`config.mk`:
```
export PLATFORM = sky130hd
export DESIGN_NAME = watchdog_sleep_warmup_ctrl
export DESIGN_NICKNAME = d
export VERILOG_FILES = /design/src/core/watchdog_sleep_warmup_ctrl.v
export VERILOG_INCLUDE_DIRS = /design/src /design/src/core
export SDC_FILE = /design/constraint.sdc
export NUM_CORES = 1
export LEC_CHECK = 0
export ABC_CLOCK_PERIOD_IN_PS = 2900
export BUFFER_PORTS_ARGS = -buffer_cell sky130_fd_sc_hd__clkbuf_2
export CAP_MARGIN = 20
export CORE_MARGIN = 2
export CORE_UTILIZATION = 50
export DETAILED_ROUTE_END_ITERATION = 16
export PLACE_DENSITY_LB_ADDON = 0.08
export SLEW_MARGIN = 5
export SYNTH_ARGS = -nofsm -noshare
export SYNTH_HDL_FRONTEND = slang
export SYNTH_SLANG_ARGS = --single-unit
```
`constraint.sdc`:
```
create_clock -name clk -period 2.9 [get_ports clk]
set_clock_uncertainty 0.2 [all_clocks]
set_input_delay 0.29 -clock clk [delete_from_list [all_inputs] [get_ports clk]]
set_output_delay 0.29 -clock clk [all_outputs]
set_load 0.005 [all_outputs]
```
`src/core/dog_consts.vh`:
```
/*
 * Constants for the watchdog, sleep-mode and warm-up controller:
 * register indices, field positions, reset values, state codes and
 * timing figures.
 * Assumes inclusion by its bare name from files under core/.
 */
`ifndef DOG_CONSTS_VH
`define DOG_CONSTS_VH

// ************************************
// Clock and timing
// ************************************
`define CLK_PERIOD_NS   8
`define DOG_BASE_NS     500000
`define DOG_BASE_CYC    ((`DOG_BASE_NS + `CLK_PERIOD_NS - 1) / `CLK_PERIOD_NS)
`define WARM_POR_RC     4096
`define WARM_POR_XTAL   16384
`define WARM_PAD_RC     256
`define WARM_PAD_XTAL   1024
`define WARM_STOP_RC    256
`define WARM_STOP_XTAL  16384

// ************************************
// Register map (index; byte address is index * 4)
// ************************************
`define IDX_T0M         10'h002
`define IDX_DOG         10'h01a
`define IDX_STAT        10'h020
`define DOG_RESTART_BIT 3
`define T0M_RESET       3'h0
`define FLAG_RESET      1'b1
`define CLK_OPT_RC_BIT  1

// ************************************
// States
// ************************************
`define ST_WARM         2'h0
`define ST_RUN          2'h1
`define ST_HALT         2'h2
`define ST_STOP         2'h3

`endif

```
`src/core/watchdog_sleep_warmup_ctrl.v`:
```
/*
 * Watchdog with reset-cause flag, HALT/STOP control and oscillator
 * warm-up sequencing, reached over an APB slave port.
 * Assumes a single 125 MHz clock standing in for the system clock,
 * synchronous inputs, and a CPU that obeys core_reset and cpu_run.
 */
// The APB register port was left to the implementer.
// Notes on behaviour
// - Watchdog counts down; frozen in STOP
// - Watchdog overflow forces full device reset
// - Build-time option enables watchdog, default off
// - Writing one to bit 3 restarts count
// - Unscaled time-out exceeds half a millisecond
// - Three-bit prescale code picks divide ratio
// - Watchdog shares Timer0 prescale setting live
// - Flag cleared only by watchdog reset
// - Flag reads one after other resets, STOP wakes
// - Counter cleared at power-on, flag set to one
// - Counter cleared on every STOP wake
// - HALT stops CPU; peripherals keep running
// - STOP halts whole chip and oscillator
// - HALT wakes on any interrupt; STOP port/external
// - Wake runs service routine, then next instruction
// - Power-on warm-up 4096 RC, 16384 crystal
// - Pad reset warm-up 256 RC, 1024 crystal
// - STOP wake warm-up 256 RC, 16384 crystal
// - Two-bit clock option picks oscillator, warm-up
// - Base time-out same for every clock source
`timescale 1ns/1ps
`default_nettype none
`include "dog_consts.vh"

module watchdog_sleep_warmup_ctrl #(
    parameter DOG_BASE_CYCLES = `DOG_BASE_CYC,
    parameter WARM_POR_XTAL   = `WARM_POR_XTAL,
    parameter WARM_POR_RC     = `WARM_POR_RC,
    parameter WARM_PAD_XTAL   = `WARM_PAD_XTAL,
    parameter WARM_PAD_RC     = `WARM_PAD_RC,
    parameter WARM_STOP_XTAL  = `WARM_STOP_XTAL,
    parameter WARM_STOP_RC    = `WARM_STOP_RC
) (
    // Clock and resets
    input  wire        clk,
    input  wire        reset,
    input  wire        pad_reset,
    // Build-time options
    input  wire        dog_enable_opt,
    input  wire [1:0]  clock_source_option,
    // CPU sleep requests and interrupts
    input  wire        halt_exec,
    input  wire        stop_exec,
    input  wire        any_irq,
    input  wire        port_irq,
    input  wire        ext_irq,
    // APB slave
    input  wire        psel,
    input  wire        penable,
    input  wire        pwrite,
    input  wire [11:0] paddr,
    input  wire [31:0] pwdata,
    output reg  [31:0] prdata,
    output reg         pready,
    output reg         pslverr,
    // Device control
    output reg         core_reset,
    output reg         cpu_run,
    output reg         periph_run,
    output reg         osc_run,
    output reg         wake_to_isr,
    output reg  [2:0]  timer0_prescale
);

    // ************************************
    // Sequencer state
    // ************************************
    reg  [1:0]  state;
    reg  [14:0] warm_cnt;

    // ************************************
    // Watchdog state
    // ************************************
    // Prescale count runs free; the watchdog only uses its tick
    reg  [16:0] dog_cnt;
    reg         dog_flag;
    reg  [9:0]  psc_cnt;

    // ************************************
    // Latched options and wake marker
    // ************************************
    // Caught while reset is held, never written afterwards
    reg         dog_en;
    reg  [1:0]  clk_opt;
    // Set on a STOP wake, so warm-up ends with a service strobe
    reg         from_stop;

    // ************************************
    // Read path
    // ************************************
    reg  [31:0] next_prdata;
    reg         addr_hit;

    // ************************************
    // APB and clock-option decode strobes
    // ************************************
    wire        is_rc;
    wire        acc;
    wire        apb_wr;
    wire [9:0]  word_idx;
    wire        aligned;
    wire        sel_t0m;
    wire        sel_dog;
    wire        sel_stat;

    // ************************************
    // Watchdog, wake and reset strobes
    // ************************************
    wire        dog_live;
    wire [3:0]  psc_sh;
    wire [9:0]  psc_mask;
    wire        psc_tick;
    wire        dog_over;
    wire        restart;
    wire        stop_wake;
    wire        halt_wake;
    wire        any_rst;

    // ************************************
    // Prescaler ratio lookup
    // ************************************
    // Shift is log2 of the ratio; the slow codes skip powers
    function [3:0] ratio_shift;
        input [2:0] code;
        begin
            case (code)
                3'h7:    ratio_shift = 4'h0;
                3'h6:    ratio_shift = 4'h1;
                3'h5:    ratio_shift = 4'h2;
                3'h4:    ratio_shift = 4'h3;
                3'h3:    ratio_shift = 4'h5;
                3'h2:    ratio_shift = 4'h7;
                3'h1:    ratio_shift = 4'h9;
                default: ratio_shift = 4'ha;
            endcase
        end
    endfunction

    // ************************************
    // Decode
    // ************************************
    // Codes 10 and 11 both run the RC oscillator
    assign is_rc     = clk_opt[`CLK_OPT_RC_BIT];
    // Only the answering edge counts as a transfer
    assign acc       = psel & penable & pready;
    assign apb_wr    = acc & pwrite;
    assign word_idx  = paddr[11:2];
    assign aligned   = (paddr[1:0] == 2'h0);
    assign sel_t0m   = aligned & (word_idx == `IDX_T0M);
    assign sel_dog   = aligned & (word_idx == `IDX_DOG);
    assign sel_stat  = aligned & (word_idx == `IDX_STAT);

    // ************************************
    // Prescale tick
    // ************************************
    // Mask is all ones below the shift, so a code change acts at once
    assign psc_sh    = ratio_shift(timer0_prescale);
    assign psc_mask  = ~(10'h3ff << psc_sh);
    assign psc_tick  = ((psc_cnt & psc_mask) == psc_mask);

    // ************************************
    // Watchdog, wake and reset decode
    // ************************************
    // STOP is excluded, so the count makes no progress there
    assign dog_live  = dog_en & ((state == `ST_RUN) | (state == `ST_HALT));
    assign dog_over  = dog_live & psc_tick & (dog_cnt == 17'h0);
    // Writing zero to the restart bit does nothing
    assign restart   = apb_wr & sel_dog & pwdata[`DOG_RESTART_BIT];
    assign stop_wake = (state == `ST_STOP) & (port_irq | ext_irq);
    assign halt_wake = (state == `ST_HALT) & any_irq;
    // Overflow takes the whole pad-reset path
    assign any_rst   = pad_reset | dog_over;

    // ************************************
    // Shared prescaler counter
    // ************************************
    always @(posedge clk) begin
        if (reset | any_rst) begin
            // A restart leaves this count running, so the first tick after one may come early
            psc_cnt <= 10'h0;
        end else if (osc_run) begin
            psc_cnt <= psc_cnt + 10'h1;
        end
    end

    // ************************************
    // Prescale field, shared with Timer0
    // ************************************
    always @(posedge clk) begin
        if (reset | any_rst) begin
            // Slowest ratio after any reset
            timer0_prescale <= `T0M_RESET;
        end else if (apb_wr & sel_t0m) begin
            timer0_prescale <= pwdata[2:0];
        end
    end

    // ************************************
    // Watchdog down counter
    // ************************************
    // Reload is one value for every clock source; the base tick is clk
    always @(posedge clk) begin
        if (reset) begin
            dog_cnt <= DOG_BASE_CYCLES[16:0];
        end else if (any_rst | restart) begin
            dog_cnt <= DOG_BASE_CYCLES[16:0];
        // Held full through warm-up, so RUN starts fresh
        end else if ((state == `ST_WARM) | stop_wake) begin
            dog_cnt <= DOG_BASE_CYCLES[16:0];
        // Frozen outside RUN and HALT
        end else if (dog_live & psc_tick) begin
            dog_cnt <= dog_cnt - 17'h1;
        end
    end

    // ************************************
    // Reset-cause flag
    // ************************************
    always @(posedge clk) begin
        if (reset) begin
            dog_flag <= `FLAG_RESET;
        // Pad wins over a same-cycle overflow
        end else if (pad_reset) begin
            dog_flag <= 1'b1;
        end else if (dog_over) begin
            dog_flag <= 1'b0;
        // A STOP wake is never a watchdog cause
        end else if (stop_wake) begin
            dog_flag <= 1'b1;
        end
    end

    // ************************************
    // Mode sequencer
    // ************************************
    // Options are caught while reset is held, so software cannot alter them
    always @(posedge clk) begin
        if (reset) begin
            dog_en      <= dog_enable_opt;
            clk_opt     <= clock_source_option;
            state       <= `ST_WARM;
            // Option pins, since clk_opt is still being caught
            if (clock_source_option[`CLK_OPT_RC_BIT]) begin
                warm_cnt <= WARM_POR_RC[14:0];
            end else begin
                warm_cnt <= WARM_POR_XTAL[14:0];
            end
            from_stop   <= 1'b0;
            core_reset  <= 1'b1;
            cpu_run     <= 1'b0;
            periph_run  <= 1'b0;
            osc_run     <= 1'b1;
            wake_to_isr <= 1'b0;
        end else if (any_rst) begin
            // Watchdog reset reuses the pad-reset warm-up length
            state       <= `ST_WARM;
            if (is_rc) begin
                warm_cnt <= WARM_PAD_RC[14:0];
            end else begin
                warm_cnt <= WARM_PAD_XTAL[14:0];
            end
            from_stop   <= 1'b0;
            core_reset  <= 1'b1;
            cpu_run     <= 1'b0;
            periph_run  <= 1'b0;
            osc_run     <= 1'b1;
            wake_to_isr <= 1'b0;
        end else begin
            wake_to_isr <= 1'b0;
            // Strobe by default; set only at the end of a wake
            case (state)
                `ST_WARM: begin
                    osc_run <= 1'b1;
                    // Release the core once the count is spent
                    if (warm_cnt != 15'h0) begin
                        warm_cnt <= warm_cnt - 15'h1;
                    end else begin
                        state       <= `ST_RUN;
                        core_reset  <= 1'b0;
                        cpu_run     <= 1'b1;
                        periph_run  <= 1'b1;
                        wake_to_isr <= from_stop;
                        from_stop   <= 1'b0;
                    end
                end
                `ST_RUN: begin
                    // STOP wins when both strobes come together
                    if (stop_exec) begin
                        state      <= `ST_STOP;
                        cpu_run    <= 1'b0;
                        periph_run <= 1'b0;
                        osc_run    <= 1'b0;
                    end else if (halt_exec) begin
                        state   <= `ST_HALT;
                        cpu_run <= 1'b0;
                    end
                end
                `ST_HALT: begin
                    // Timers run on; only the core waits
                    if (halt_wake) begin
                        state       <= `ST_RUN;
                        cpu_run     <= 1'b1;
                        wake_to_isr <= 1'b1;
                    end
                end
                `ST_STOP: begin
                    // Oscillator restarts only for port or external
                    if (stop_wake) begin
                        state     <= `ST_WARM;
                        osc_run   <= 1'b1;
                        from_stop <= 1'b1;
                        if (is_rc) begin
                            warm_cnt <= WARM_STOP_RC[14:0];
                        end else begin
                            warm_cnt <= WARM_STOP_XTAL[14:0];
                        end
                    end
                end
                default: begin
                    state <= `ST_WARM;
                end
            endcase
        end
    end

    // ************************************
    // APB read mux
    // ************************************
    always @* begin
        next_prdata = 32'h0;
        addr_hit    = 1'b1;
        if (sel_t0m) begin
            next_prdata[2:0] = timer0_prescale;
        end else if (sel_dog) begin
            next_prdata[`DOG_RESTART_BIT] = dog_flag;
        end else if (sel_stat) begin
            next_prdata[1:0] = state;
            next_prdata[2]   = dog_en;
            next_prdata[3]   = is_rc;
        end else begin
            // Unmapped or unaligned: refused, reads zero
            addr_hit = 1'b0;
        end
    end

    // ************************************
    // APB handshake
    // ************************************
    // One wait state: pready rises in the second access cycle
    always @(posedge clk) begin
        if (reset) begin
            pready  <= 1'b0;
            pslverr <= 1'b0;
            prdata  <= 32'h0;
        end else if (psel & penable & ~pready) begin
            pready  <= 1'b1;
            // Error only ever rises together with pready
            pslverr <= ~addr_hit;
            prdata  <= pwrite ? 32'h0 : next_prdata;
        end else begin
            pready  <= 1'b0;
            pslverr <= 1'b0;
        end
    end

endmodule // watchdog_sleep_warmup_ctrl

`default_nettype wire

```
==> metrics.cfg <==
[floorplan]
die_area_um2=7610
initial_core_util=0.513
rows=30
die_y_um=87.3
core_area_um2=6760
io_pins=100
die-width_um=87.3

[synth]
synth.yosys.seq_area_share=0.407
avgSynthCellArea_um2=9.22
synth_compound_area_frac=0.160
yosysMostFrequentCell=dfxtp_1
synthCells=376
synth_xor_area_frac=0.0505
synthAdderAreaFrac=0.0289
synthTopCellsByArea=dfxtp_1 (26%), edfxtp_1 (15%), buf_4 (6.1%)
yosys.area_share.simple=0.237
async_reset_ff_frac=0
synth_edf_count=17
yosys_warnings=0
post-synth-top-area-cell=dfxtp_1
synthMuxAreaShare=0.0177
synth_top_family_by_area=simple AND/OR/NAND/NOR gates
ys_ff_latch=62
synth_common_cells=dfxtp_1 (45), nor2_1 (38), buf_4 (28), nor3_1 (19)
synthFlopType=dfxtp_1
synth.top_cell.area_share=0.260
syn-cell-area_um2=3470
synth.distinct_cells=55

[power_and_ir_drop]
p_leak_nw=1.51
max-vdd-ir-drop_v=0.000245
power.total_mw=2.62
powerDensity_nw_per_um2=672

[hold_path]
worstHoldStart=any_irq
min_path_type=in -> reg

[critical_path]
r2r-start=dog_cnt[2]
endpoint=warm_cnt[6]
r2r-end=warm_cnt[6]
cp-startpoint=dog_cnt[2]
path_depth=6
crit_slowest_cell=or3_1
cp_top_family=simple AND/OR/NAND/NOR gates
cp_data_required_time_ns=2.73
worst-endpoint-arrival_ns=2.40
path_buf_inv=1
crit_fanout=15
path_cells=nor4_4 -> nand4_2 -> or3_1 -> o31ai_4 -> a21o_1 -> buf_4
endpoint_kind=flop
r2r_cells=6
cp-start-kind=flop
cp_slowest_stage_delay_ns=0.47
criticalPathCategory=reg -> reg
reg2reg_slack_ns=0.33

[cts]
clk_latency_ns=0.34
clk_path_buf_depth=2
cts_htree_levels=3
clkTransAtPathRegs_ns=0.08
cts_root_buf=clkbuf_8
clock_sinks=62
post_cts_resized=0
cts_tree=yes
numCtsBuffers=9

[placed_design]
gp_congestion=0.800
placed_area_um2=3640
io_buffers=42
dp_cells=489
dp_hpwl_um=5160

[global_routing]
grt_overflow_total=0
grt_pass1_vias=2572
grt_pass1_wl_um=12000
grtUsageTotal=0.202
antenna_found_initial=0
grt_max_degree=28

[sta]
slew_headroom=0.651
drv_slew=0
tightest_slew_ns=0.523
setup_tns_ns=0
finalHoldViolCount=0
setup_viol=0
fmax_mhz=389
hold_slack_ns=0.0249
period_share=0.887
fin_crit_ns=2.57
rsz0062_at_grt=false

[detailed_routing]
drt-total-wl_um=7190
vias_per_cell=5.56
ant_nets=0
drt_iter0_drc=74
dr.pass1.iters=4
vias=2834
drc=0
wire_per_inst_um=14.1

[cells_and_area]
final_cell_count_no_fill=510
syn_to_final_growth_pct=12.5
diodes=0
fin_area_um2=3900
layout-drive-gt1-share=0.181
nets=491

[run_status]
status=completed

[job]
drv_cap=0

==> metal layers <==
| layer | vias up | global-route usage | share of wire |
|---|---|---|---|
| met1 | 1310 | 0.276 | 0.49 |
| met4 | 0 | 0.0657 | 0.014 |
| met5 | - | 0 | 0 |
| met3 | 11 | 0.0521 | 0.046 |
| li1 | 1443 | - | - |
| met2 | 70 | 0.312 | 0.45 |
==> cell type report <==
type	instances	area (µm²)
fillers	616	2860
multi-input cells	285	1820
flip-flops and latches	62	1410
repair buffers	54	313
clock buffers	13	170
well taps	80	100
inverters	13	48.8
clock inverters	3	40.0
==> worst min-delay path by stage <==
stage	endpoint	depth (start not counted)	slack (ns)
2_1_floorplan	clk_opt[1]	0	0.19
3_3_place_gp	dog_cnt[16]	2	0.23
3_5_place_dp	dog_cnt[16]	2	0.24
4_1_cts	wake_to_isr	3	0.01
5_1_grt	wake_to_isr	3	0.04
6_report	wake_to_isr	3	0.02
==> flip-flops by register name (all words and copies together) (netlist names) <==
name,flops
clk_opt,1
core_reset,1
cpu_run,1
dog_cnt,17
dog_en,1
dog_flag,1
from_stop,1
osc_run,1
periph_run,1
prdata,4
pready,1
psc_cnt,10
pslverr,1
state,2
timer0_prescale,3
wake_to_isr,1
warm_cnt,15
==> where the power goes <==
group / switching (mW) / total [mW] / internal [mW]
logic: 0.362 / 0.672 / 0.310
registers: 0.111 / 1.13 / 1.02
clock network: 0.344 / 0.815 / 0.471
==> through the flow <==
step                utilization  setup WS (ns)
floorplan                     -          0.272
global placement          0.539          0.338
detailed placement        0.539          0.311
CTS                       0.577          0.306
global route              0.577          0.141
finish                    0.577          0.328
==> worst register-to-register path, stage by stage, from the launching register on <==
cell and delay, ns:
dfxtp_1 0.39, nor4_4 0.40, nand4_2 0.19, or3_1 0.47, o31ai_4 0.28, a21o_1 0.12, buf_4 0.22
==> cells in the final DEF, fill, tap and decap left out, types with 5 or more instances in the layout <==
cell / count
ha_1: 8
clkbuf_2: 42
a21oi_1: 16
nand4_1: 8
xnor2_1: 9
nand3_1: 10
nand2_1: 18
dfxtp_1: 45
o21ai_0: 14
or4_1: 18
mux2i_1: 5
nor4_1: 5
o31ai_1: 15
nor3_1: 19
edfxtp_1: 17
xor2_1: 11
conb_1: 28
inv_1: 13
clkbuf_8: 10
dlygate4sd3_1: 5
buf_4: 7
nor2_1: 38
or3_1: 7
==> repair_timing <==
item,4_1_cts,5_1_grt
hold endpoints to repair,5,0
hold buffers,5,0
buffers inserted,0,0
==> cells by family after synthesis <==
logic type               count (synthesis)
AO/OA/AOI/OAI                           76
XOR/XNOR                                20
adder cells (fa/ha/maj)                  8
buffers and inverters                   56
flip-flops                              62
multiplexers                             6
other                                    1
AND/OR/NAND/NOR                        147
Note: power is estimated with default switching activity, not from simulation.
